File: config.mk
export PLATFORM = sky130hd
export DESIGN_NAME = rpd_detector
export DESIGN_NICKNAME = d
export VERILOG_FILES = /design/src/rtl/rpd_pkg.sv /design/src/rtl/rpd_detector.sv
export SDC_FILE = /design/constraint.sdc
export NUM_CORES = 1
export LEC_CHECK = 0
export ABC_CLOCK_PERIOD_IN_PS = 2700
export BUFFER_PORTS_ARGS = -buffer_cell sky130_fd_sc_hd__buf_4
export CAP_MARGIN = 30
export CORE_MARGIN = 2
export CORE_UTILIZATION = 57
export CTS_BUF_LIST = sky130_fd_sc_hd__clkbuf_4
export DETAILED_ROUTE_END_ITERATION = 6
export GPL_ROUTABILITY_DRIVEN = 0
export MAX_ROUTING_LAYER = met4
export PLACE_DENSITY = 0.88
export SYNTH_ARGS = -nofsm -noshare
export SYNTH_HDL_FRONTEND = slang
export SYNTH_SLANG_ARGS = --single-unit
File: constraint.sdc
create_clock -name clock -period 2.7 [get_ports clock]
set_input_delay 0.135 -clock clock [delete_from_list [all_inputs] [get_ports clock]]
set_output_delay 0.135 -clock clock [all_outputs]
set_load 0.01 [all_outputs]
File: src/rtl/rpd_pkg.sv
// rotor position detector: shared constants, register map and types
// assumes a byte wide register port and one 200 MHz clock
package rpd_pkg;

   // ************************************************************
   // clock and register map
   // ************************************************************
   localparam int CLOCK_MHZ = 200; // system clock rate
   localparam int ADDR_W = 16; // register address width
   localparam logic [15:0] ADDR_CONTROL = 16'h1fa0; // detection_control
   localparam logic [15:0] ADDR_CONFIG = 16'h1fa1; // sampling_config
   localparam logic [15:0] ADDR_STATUS = 16'h1fa2; // position_detect_status
   localparam logic [7:0] RESET_CONTROL = 8'h00; // control reset value
   localparam logic [7:0] RESET_CONFIG = 8'h00; // config reset value

   // ************************************************************
   // field positions
   // ************************************************************
   localparam int CTL_SOFT_STOP = 7; // soft_stop_bit, write only
   localparam int CTL_SOFT_START = 6; // soft_start_bit, write only
   localparam int CTL_TIMER_STOP = 5; // timer_stop_enable
   localparam int CTL_TIMER_START = 4; // timer_start_enable
   localparam int CTL_SINGLE = 3; // single_input_select
   localparam int CTL_RECOUNT = 2; // per_pulse_recount
   localparam int CTL_CHANGE = 1; // change_detect_select
   localparam int CTL_ENABLE = 0; // detection_enable
   localparam int CFG_PERIOD_LO = 6; // sample_period_select
   localparam int CFG_MODE_LO = 4; // sample_gating_mode
   localparam int CFG_COUNT_LO = 0; // consecutive_hit_count
   localparam int STS_EDGE_LO = 4; // pwm_edge_result
   localparam int STS_ACTIVE = 3; // sampling_active_flag
   localparam int STS_SNAP_LO = 0; // start_level_snapshot

   // ************************************************************
   // encodings and timing
   // ************************************************************
   localparam logic [1:0] MODE_PWM_ON = 2'h0; // sample while pwm on
   localparam logic [1:0] MODE_ALWAYS = 2'h1; // sample continuously
   localparam logic [1:0] MODE_LOWER = 2'h2; // sample while lower phase conducts
   localparam logic [1:0] EDGE_CURRENT = 2'h0; // detected in current pulse
   localparam logic [1:0] EDGE_PWM_OFF = 2'h1; // detected while pwm off
   localparam logic [1:0] EDGE_PRECEDING = 2'h3; // detected in preceding pulse
   localparam logic [4:0] DIV_LAST_4 = 5'h03; // period clock divide by 4
   localparam logic [4:0] DIV_LAST_8 = 5'h07; // divide by 8
   localparam logic [4:0] DIV_LAST_16 = 5'h0f; // divide by 16
   localparam logic [4:0] DIV_LAST_32 = 5'h1f; // divide by 32
   localparam logic [3:0] HITS_MIN = 4'h1; // a count of 0 acts as 1

   // three phase levels, bit 2 w, bit 1 v, bit 0 u
   typedef struct packed {
      logic w;
      logic v;
      logic u;
   } rpd_phase_t;

   // register port request
   typedef struct packed {
      logic [15:0] addr;
      logic [7:0] wdata;
      logic wr;
      logic rd;
   } rpd_bus_t;

endpackage : rpd_pkg

File: src/rtl/rpd_detector.sv
// rotor position detector: samples the u, v, w position inputs, compares
// them with an expected pattern or with the levels caught at start, and
// flags a detection after a run of consecutive hits.
// assumes pins are asynchronous, pwm and timer triggers are on this clock.
//
// Decided for this implementation: the address-and-strobe port.
module rpd_detector
   import rpd_pkg::*;
(
   // clock and reset
   input wire logic clock,
   input wire logic sys_rst,
   // register port
   input wire rpd_pkg::rpd_bus_t bus,
   output logic [7:0] rd_data,
   // position pins and their direction
   input wire rpd_pkg::rpd_phase_t phase_pins,
   input wire rpd_pkg::rpd_phase_t pin_is_output,
   // expected pattern from the pattern output register
   input wire rpd_pkg::rpd_phase_t expected_pattern,
   // pwm and lower phase conduction state
   input wire logic pwm_active_period,
   input wire rpd_pkg::rpd_phase_t lower_conducting,
   // timer triggers, one cycle pulses
   input wire logic timer2_trigger,
   input wire logic timer3_trigger,
   // detection results
   output logic position_detected,
   output logic position_irq,
   output logic sampling_active_out
);
   import rpd_pkg::*;

   // ************************************************************
   // registers and state
   // ************************************************************
   logic [5:0] control; // stored control bits 5..0
   logic [7:0] sampling_config; // period, mode, count
   logic soft_start_pulse; // one cycle start from a write
   logic soft_stop_pulse; // one cycle stop from a write
   logic sampling_active_flag; // sampling in progress
   rpd_phase_t start_level_snapshot; // levels at sampling start
   logic [1:0] pwm_edge_result; // edge field of status
   logic [4:0] div_count; // sampling period divider
   logic [3:0] hit_count; // consecutive hits so far
   logic armed; // ordinary mode saw a mismatch
   logic rose_in_run; // pwm turned on during hit run
   rpd_phase_t held; // last sampled level per phase
   logic pwm_q; // pwm one cycle ago
   rpd_phase_t sync1; // pin synchroniser stage one
   rpd_phase_t sync2; // stage two
   rpd_phase_t sync3; // stage three
   rpd_phase_t pins_stable; // filtered pin levels

   // ************************************************************
   // combinational helpers
   // ************************************************************
   logic write_control; // write to control this cycle
   logic write_config; // write to config this cycle
   logic [4:0] div_last; // divider end count
   logic tick; // sampling period tick
   logic [1:0] gate_mode; // selected gate mode
   rpd_phase_t gate; // per phase sampling gate
   logic sample_now; // a sample is taken this cycle
   rpd_phase_t presented; // masked inputs to the comparator
   rpd_phase_t next_held; // held levels after this sample
   rpd_phase_t reference; // pattern to compare against
   logic [2:0] cmp_mask; // which phases take part
   logic equal; // masked inputs equal reference
   logic hit; // this sample counts as a hit
   logic [3:0] target; // hits needed for detection
   logic detect; // detection fires this cycle
   logic start_req; // any start request
   logic stop_req; // any stop request
   logic pwm_fall; // pwm turned off
   logic pwm_rise; // pwm turned on
   logic recount_clear; // hit count cleared by pwm off

   assign write_control = bus.wr && (bus.addr == ADDR_CONTROL);
   assign write_config = bus.wr && (bus.addr == ADDR_CONFIG);
   assign pwm_fall = pwm_q && !pwm_active_period;
   assign pwm_rise = !pwm_q && pwm_active_period;
   assign gate_mode = sampling_config[CFG_MODE_LO +: 2];
   // output pins read as zero so unused phases drop out
   assign presented = pins_stable & ~pin_is_output;

   // ************************************************************
   // pin synchroniser: a change counts once stages two and three agree
   // ************************************************************
   always_ff @(posedge clock)
   begin
      if (sys_rst)
      begin
         sync1 <= 3'h0;
         sync2 <= 3'h0;
         sync3 <= 3'h0;
      end
      else
      begin
         sync1 <= phase_pins;
         sync2 <= sync1;
         sync3 <= sync2;
      end
   end

   // filtered level, updated per phase when the last two stages agree
   always_ff @(posedge clock)
   begin
      if (sys_rst)
      begin
         pins_stable <= 3'h0;
      end
      else
      begin
         pins_stable <= (sync2 & sync3) | (pins_stable & (sync2 ^ sync3));
      end
   end

   // pwm history for edge detection
   always_ff @(posedge clock)
   begin
      if (sys_rst)
      begin
         pwm_q <= 1'b0;
      end
      else
      begin
         pwm_q <= pwm_active_period;
      end
   end

   // ************************************************************
   // sampling period divider
   // ************************************************************
   always_comb
   begin
      // period select picks divide by 4, 8, 16 or 32
      case (sampling_config[CFG_PERIOD_LO +: 2])
         2'h0: div_last = DIV_LAST_4;
         2'h1: div_last = DIV_LAST_8;
         2'h2: div_last = DIV_LAST_16;
         default: div_last = DIV_LAST_32;
      endcase
   end

   assign tick = (div_count == div_last);

   // free running while sampling, held at zero while idle
   always_ff @(posedge clock)
   begin
      if (sys_rst || !sampling_active_flag || tick)
      begin
         div_count <= 5'h00;
      end
      else
      begin
         div_count <= div_count + 5'h01;
      end
   end

   // ************************************************************
   // sampling gate and held levels
   // ************************************************************
   always_comb
   begin
      // gate mode 00 pwm on, 01 always, 10 lower phase, 11 none
      case (gate_mode)
         MODE_PWM_ON: gate = {3{pwm_active_period}};
         MODE_ALWAYS: gate = 3'h7;
         MODE_LOWER: gate = lower_conducting;
         default: gate = 3'h0;
      endcase
   end

   assign sample_now = sampling_active_flag && tick && (gate != 3'h0);
   // idle phases keep their last result while others sample
   assign next_held = (presented & gate) | (held & ~gate);

   always_ff @(posedge clock)
   begin
      if (sys_rst || start_req)
      begin
         held <= presented;
      end
      else if (sample_now)
      begin
         held <= next_held;
      end
   end

   // ************************************************************
   // comparison and hit counting
   // ************************************************************
   // unmatch mode compares with start levels, ordinary with pattern
   assign reference = control[CTL_CHANGE] ? start_level_snapshot : expected_pattern;
   // single input select leaves only phase u in play
   assign cmp_mask = control[CTL_SINGLE] ? 3'h1 : 3'h7;
   assign equal = ((next_held ^ reference) & cmp_mask) == 3'h0;
   // ordinary mode needs a mismatch first; unmatch mode counts differences
   assign hit = control[CTL_CHANGE] ? !equal : (equal && armed);
   // a programmed zero behaves as one
   assign target = (sampling_config[CFG_COUNT_LO +: 4] == 4'h0) ? HITS_MIN
                   : sampling_config[CFG_COUNT_LO +: 4];
   assign detect = sample_now && hit && ((hit_count + 4'h1) >= target);
   assign recount_clear = (gate_mode == MODE_PWM_ON) && control[CTL_RECOUNT]
                          && pwm_fall;

   // consecutive hit counter
   always_ff @(posedge clock)
   begin
      if (sys_rst || !sampling_active_flag || detect || recount_clear)
      begin
         hit_count <= 4'h0;
      end
      else if (sample_now)
      begin
         // a miss breaks the run
         hit_count <= hit ? hit_count + 4'h1 : 4'h0;
      end
   end

   // ordinary mode arms once inputs differ from the pattern
   always_ff @(posedge clock)
   begin
      if (sys_rst || start_req || detect)
      begin
         armed <= 1'b0;
      end
      else if (sample_now && !equal)
      begin
         armed <= 1'b1;
      end
   end

   // ************************************************************
   // start, stop and sampling state
   // ************************************************************
   assign start_req = control[CTL_ENABLE]
                      && (soft_start_pulse
                          || (timer2_trigger && control[CTL_TIMER_START]));
   assign stop_req = soft_stop_pulse
                     || (timer3_trigger && control[CTL_TIMER_STOP]);

   // detection and stop both end sampling; detection is still reported
   always_ff @(posedge clock)
   begin
      if (sys_rst || !control[CTL_ENABLE])
      begin
         sampling_active_flag <= 1'b0;
      end
      else if (detect || stop_req)
      begin
         sampling_active_flag <= 1'b0;
      end
      else if (start_req)
      begin
         sampling_active_flag <= 1'b1;
      end
   end

   // levels caught at sampling start in unmatch mode
   always_ff @(posedge clock)
   begin
      if (sys_rst)
      begin
         start_level_snapshot <= 3'h0;
      end
      else if (start_req && control[CTL_CHANGE])
      begin
         start_level_snapshot <= presented;
      end
   end

   // ************************************************************
   // pwm edge result
   // ************************************************************
   // notes whether pwm turned on since the hit run began
   always_ff @(posedge clock)
   begin
      if (sys_rst || start_req || (sample_now && !hit))
      begin
         rose_in_run <= 1'b0;
      end
      else if (pwm_rise && hit_count != 4'h0)
      begin
         rose_in_run <= 1'b1;
      end
   end

   // bit 5 rising side, bit 4 falling side of the pulse
   always_ff @(posedge clock)
   begin
      if (sys_rst)
      begin
         pwm_edge_result <= EDGE_CURRENT;
      end
      else if (detect)
      begin
         if (!pwm_active_period)
         begin
            pwm_edge_result <= EDGE_PWM_OFF;
         end
         else if (rose_in_run)
         begin
            pwm_edge_result <= EDGE_PRECEDING;
         end
         else
         begin
            pwm_edge_result <= EDGE_CURRENT;
         end
      end
   end

   // detection outputs, one cycle pulses
   always_ff @(posedge clock)
   begin
      if (sys_rst)
      begin
         position_detected <= 1'b0;
         position_irq <= 1'b0;
      end
      else
      begin
         position_detected <= detect;
         position_irq <= detect;
      end
   end

   always_ff @(posedge clock)
   begin
      if (sys_rst)
      begin
         sampling_active_out <= 1'b0;
      end
      else
      begin
         sampling_active_out <= sampling_active_flag;
      end
   end

   // ************************************************************
   // register writes
   // ************************************************************
   always_ff @(posedge clock)
   begin
      if (sys_rst)
      begin
         control <= RESET_CONTROL[5:0];
         sampling_config <= RESET_CONFIG;
      end
      else
      begin
         if (write_control)
         begin
            control <= bus.wdata[5:0];
         end
         if (write_config)
         begin
            sampling_config <= bus.wdata;
         end
      end
   end

   // start and stop last one cycle, never stored
   always_ff @(posedge clock)
   begin
      if (sys_rst)
      begin
         soft_start_pulse <= 1'b0;
         soft_stop_pulse <= 1'b0;
      end
      else
      begin
         soft_start_pulse <= write_control && bus.wdata[CTL_SOFT_START];
         soft_stop_pulse <= write_control && bus.wdata[CTL_SOFT_STOP];
      end
   end

   // ************************************************************
   // register reads: data stand one cycle after the strobe
   // ************************************************************
   always_ff @(posedge clock)
   begin
      if (sys_rst || !bus.rd)
      begin
         rd_data <= 8'h00;
      end
      else if (bus.addr == ADDR_CONTROL)
      begin
         // write only bits 7 and 6 read as zero
         rd_data <= {2'h0, control};
      end
      else if (bus.addr == ADDR_CONFIG)
      begin
         rd_data <= sampling_config;
      end
      else if (bus.addr == ADDR_STATUS)
      begin
         rd_data <= {2'h0, pwm_edge_result, sampling_active_flag,
                     start_level_snapshot};
      end
      else
      begin
         // unmapped addresses read zero
         rd_data <= 8'h00;
      end
   end

endmodule : rpd_detector

==> impl_results.md <==
- Worst Hold Class: in -> reg
- Vias per cell: between 5 and 6
- TritonCTS buffer count: 9
- Worst slew margin: 0.542
- Worst-Skew Late Latency: a little under 0.4 ns
- Sequential share of the synthesized area: 0.442
- GR Util met3: 0.0658
- Busiest layer in global routing: met2
- Crit-path max FO: 5
- Syn Nets: 333
- Final min period: about 2.3 ns
- Drt initial violations: 136
- Pin count of the biggest net entering global routing: slightly above 40
- First-pass GRT wire length: between 10000 and 15000 um
- Leak pwr: between 1 and 1.5 nW
- Most frequent cells in the layout: 56 x dfxtp_1, 56 x buf_4, 38 x nor2_1
- Drt drc: 0
- Most used DFF post-synth: dfxtp_1
- Routed WL: ~6400 um
- Final core utilization: 0.727
- Final net count: roughly 400
- Core Box Area: 4690 sq um
- Root Buffer Master: clkbuf_4
- Final setup fails: 0
- Unique masters post-synth: 53
- CTS tree: built
- Initial core utilization: 0.584
- Clock transition at path regs: approximately 0.09 ns
- Post-CTS setup buffers: 0
- Antenna-violating nets left: 0
- Skew final: a little over 0.009 ns
- Status: complete, no violations
- Layout cells sized above 1: 0.252
- Total grt overflow: 0
- Mapped cell area: around 2700 sq um
- GR Util met1: 0.334
- Worst endpoint required time: approximately 3.0 ns
- Worst IR Drop VDD: slightly above 0.4 mV
- RSZ-0062 raised after global routing: no
- Fin cells: about 410
- Synth Warn #: 0
- Die Ht: between 70 and 80 um
- Reg2Reg Depth: 9
- Crit. End Element: flip-flop
- Buffer depth of the longest clock path: 2
- Critical Path Start: hit_count[0]
- FILL cells: about 340
- Number of diodes: 0
- Initial antenna violation count: 0
- Met2 Use GR: 0.412
- Tcrit/Tclk final: 0.867
- Post-synthesis register bit count: between 50 and 60
- Slew Limit Fails: 0
- Setup slack after layout: approximately 0.36 ns
- Via count: 2297
- # rows: 25
- Placed cells: ~380
- Mapped Cells: between 200 and 300
- FF-to-FF End: pwm_edge_result[1]
- I/O pins: 54
- Post-synth EDFFs: 3
- Final hold vios: 0
- Max_cap viols: 0
- Avg Cell Area, Syn: a little under 10 sq um
- Clock sink count: just under 60
- First drt pass iteration count: 4
- CP endpoint: pwm_edge_result[1]
- P&R area growth vs syn: 24.5%
- Achievable Freq: 0.427 GHz
- Crit Path Class: reg -> reg
- PwrDens: 459 nW/um^2
- Data arrival time of the worst path: 2.66 ns
- Post-synthesis async set-or-reset flop share: 0
- Reg2reg setup slack: between 0.3 and 0.4 ns
- GRT Total Usage: 0.261
- CTS resizes: 0
- Vias in the first global route: approximately 2200
- Total die area: 5380 sq um
- IO buf count: 53
- Wirelength per Cell: between 15 and 20 um
- Slew @ Worst Pin: 0.685 ns
- Crit start category: flip-flop
- Die W: between 70 and 80 um
- Final setup TNS: 0 ns
- Pre-CTS WS: roughly 0.43 ns
- HPWL after DPL: between 4000 and 5000 um
- Worst R2R Start: hit_count[0]
- Htree depth: 3
-- worst min path at each step --
stage	slack, ns	start	end	cells after the start
global route	0.02	bus[6]	sampling_config[4]	3
floorplan	0.24	sys_rst	sampling_active_out	1
detailed placement	0.36	phase_pins[1]	sync1[1]	2
finish	0.01	bus[6]	sampling_config[4]	3
CTS	0.002	bus[6]	sampling_config[4]	3
global placement	0.35	phase_pins[1]	sync1[1]	2
-- critical path, cell delays in order (launching register included) --
cell	delay [ns]
dfxtp_1	0.36
ha_1	0.23
nor2b_1	0.15
or2_2	0.28
ha_1	0.29
a21o_1	0.15
a21oi_1	0.34
nor2_1	0.15
nand2_2	0.14
mux2i_1	0.19
-- layout make-up --
cell class / instances / area (sq um) / share of cell area
clock buffers: 9 / 67.6 / 0.0198
repair buffers: 66 / 520 / 0.153
well taps: 54 / 67.6 / 0.0198
multi-input cells: 207 / 1470 / 0.431
inverters: 7 / 26.3 / 0.00770
flip-flops and latches: 59 / 1210 / 0.355
clock inverters: 5 / 46.3 / 0.0136
-- timing repair --
| item | CTS | global route |
|---|---|---|
| hold buffers | 10 | 0 |
| hold endpoints to repair | 16 | 0 |
| setup endpoints to repair | 0 | 0 |
-- registers in the layout, summed over array words and instances, names as in the netlist, 3 cells and up --
name                  cells
rd_data                   8
sampling_config           8
control                   6
div_count                 5
hit_count                 4
held                      3
pins_stable               3
start_level_snapshot      3
sync1                     3
sync2                     3
sync3                     3
-- where the power goes --
| group | total (mW) | switching, mW | internal (mW) |
|---|---|---|---|
| registers | 0.889 | 0.00360 | 0.885 |
| clock network | 0.562 | 0.299 | 0.262 |
| logic | 0.114 | 0.0464 | 0.0673 |
| total | 1.56 | 0.349 | 1.21 |
-- metrics by stage --
| stage | hold WS (ns) | power [mW] | cell area, sq um |
|---|---|---|---|
| finish | 0.0124 | 1.56 | 3410 |
| global route | 0.0199 | 1.62 | 3410 |
| CTS | 0.00186 | 1.57 | 3410 |
| detailed placement | 0.356 | 1.01 | 3200 |
| global placement | 0.349 | 1.01 | 3200 |
| floorplan | 0.237 | 0.949 | 2740 |
-- metal layers --
metal | wire, um | vias to the layer above | share of wire
met5 | 0 | - | 0
met4 | 87 | 0 | 0.014
met3 | 344 | 9 | 0.054
met2 | 3020 | 72 | 0.48
met1 | 2900 | 1082 | 0.46
li1 | - | 1134 | -
-- cells in the mapped netlist (all sizes together) (2+ instances only) --
cell type,instances,area (sq um)
and3b,2,17.5
clkbuf,4,15.0
a21boi,4,30.0
a21bo,2,20.0
a22oi,6,45.0
a21o,2,15.0
a21oi,11,55.1
nand4,2,12.5
nor2,38,143
nor4bb,2,20.0
inv,7,26.3
ha,10,125
mux2,9,101
and2,2,12.5
nand2,16,62.6
o21ai,5,25.0
nor3,4,20.0
buf,3,16.3
nand4b,3,26.3
mux2i,17,170
xor2,2,17.5
dfxtp,56,1120
nand3,15,75.1
o41a,2,22.5
xnor2,3,26.3
edfxtp,3,90.1
nand3b,4,30.0
nor3b,4,40.0
and3,4,30.0
nor2b,18,113
or2,2,12.5
nand2b,4,25.0
-- cell families after synthesis --
logic type / after synthesis / synth area share
mux: 26 / 0.0991
xor+xnor: 5 / 0.0160
buf+inv: 14 / 0.0210
fa+ha+maj: 10 / 0.0457
flops: 59 / 0.442
simple gates: 123 / 0.247
compound gates: 43 / 0.129
(Power assumes the default switching activity.)
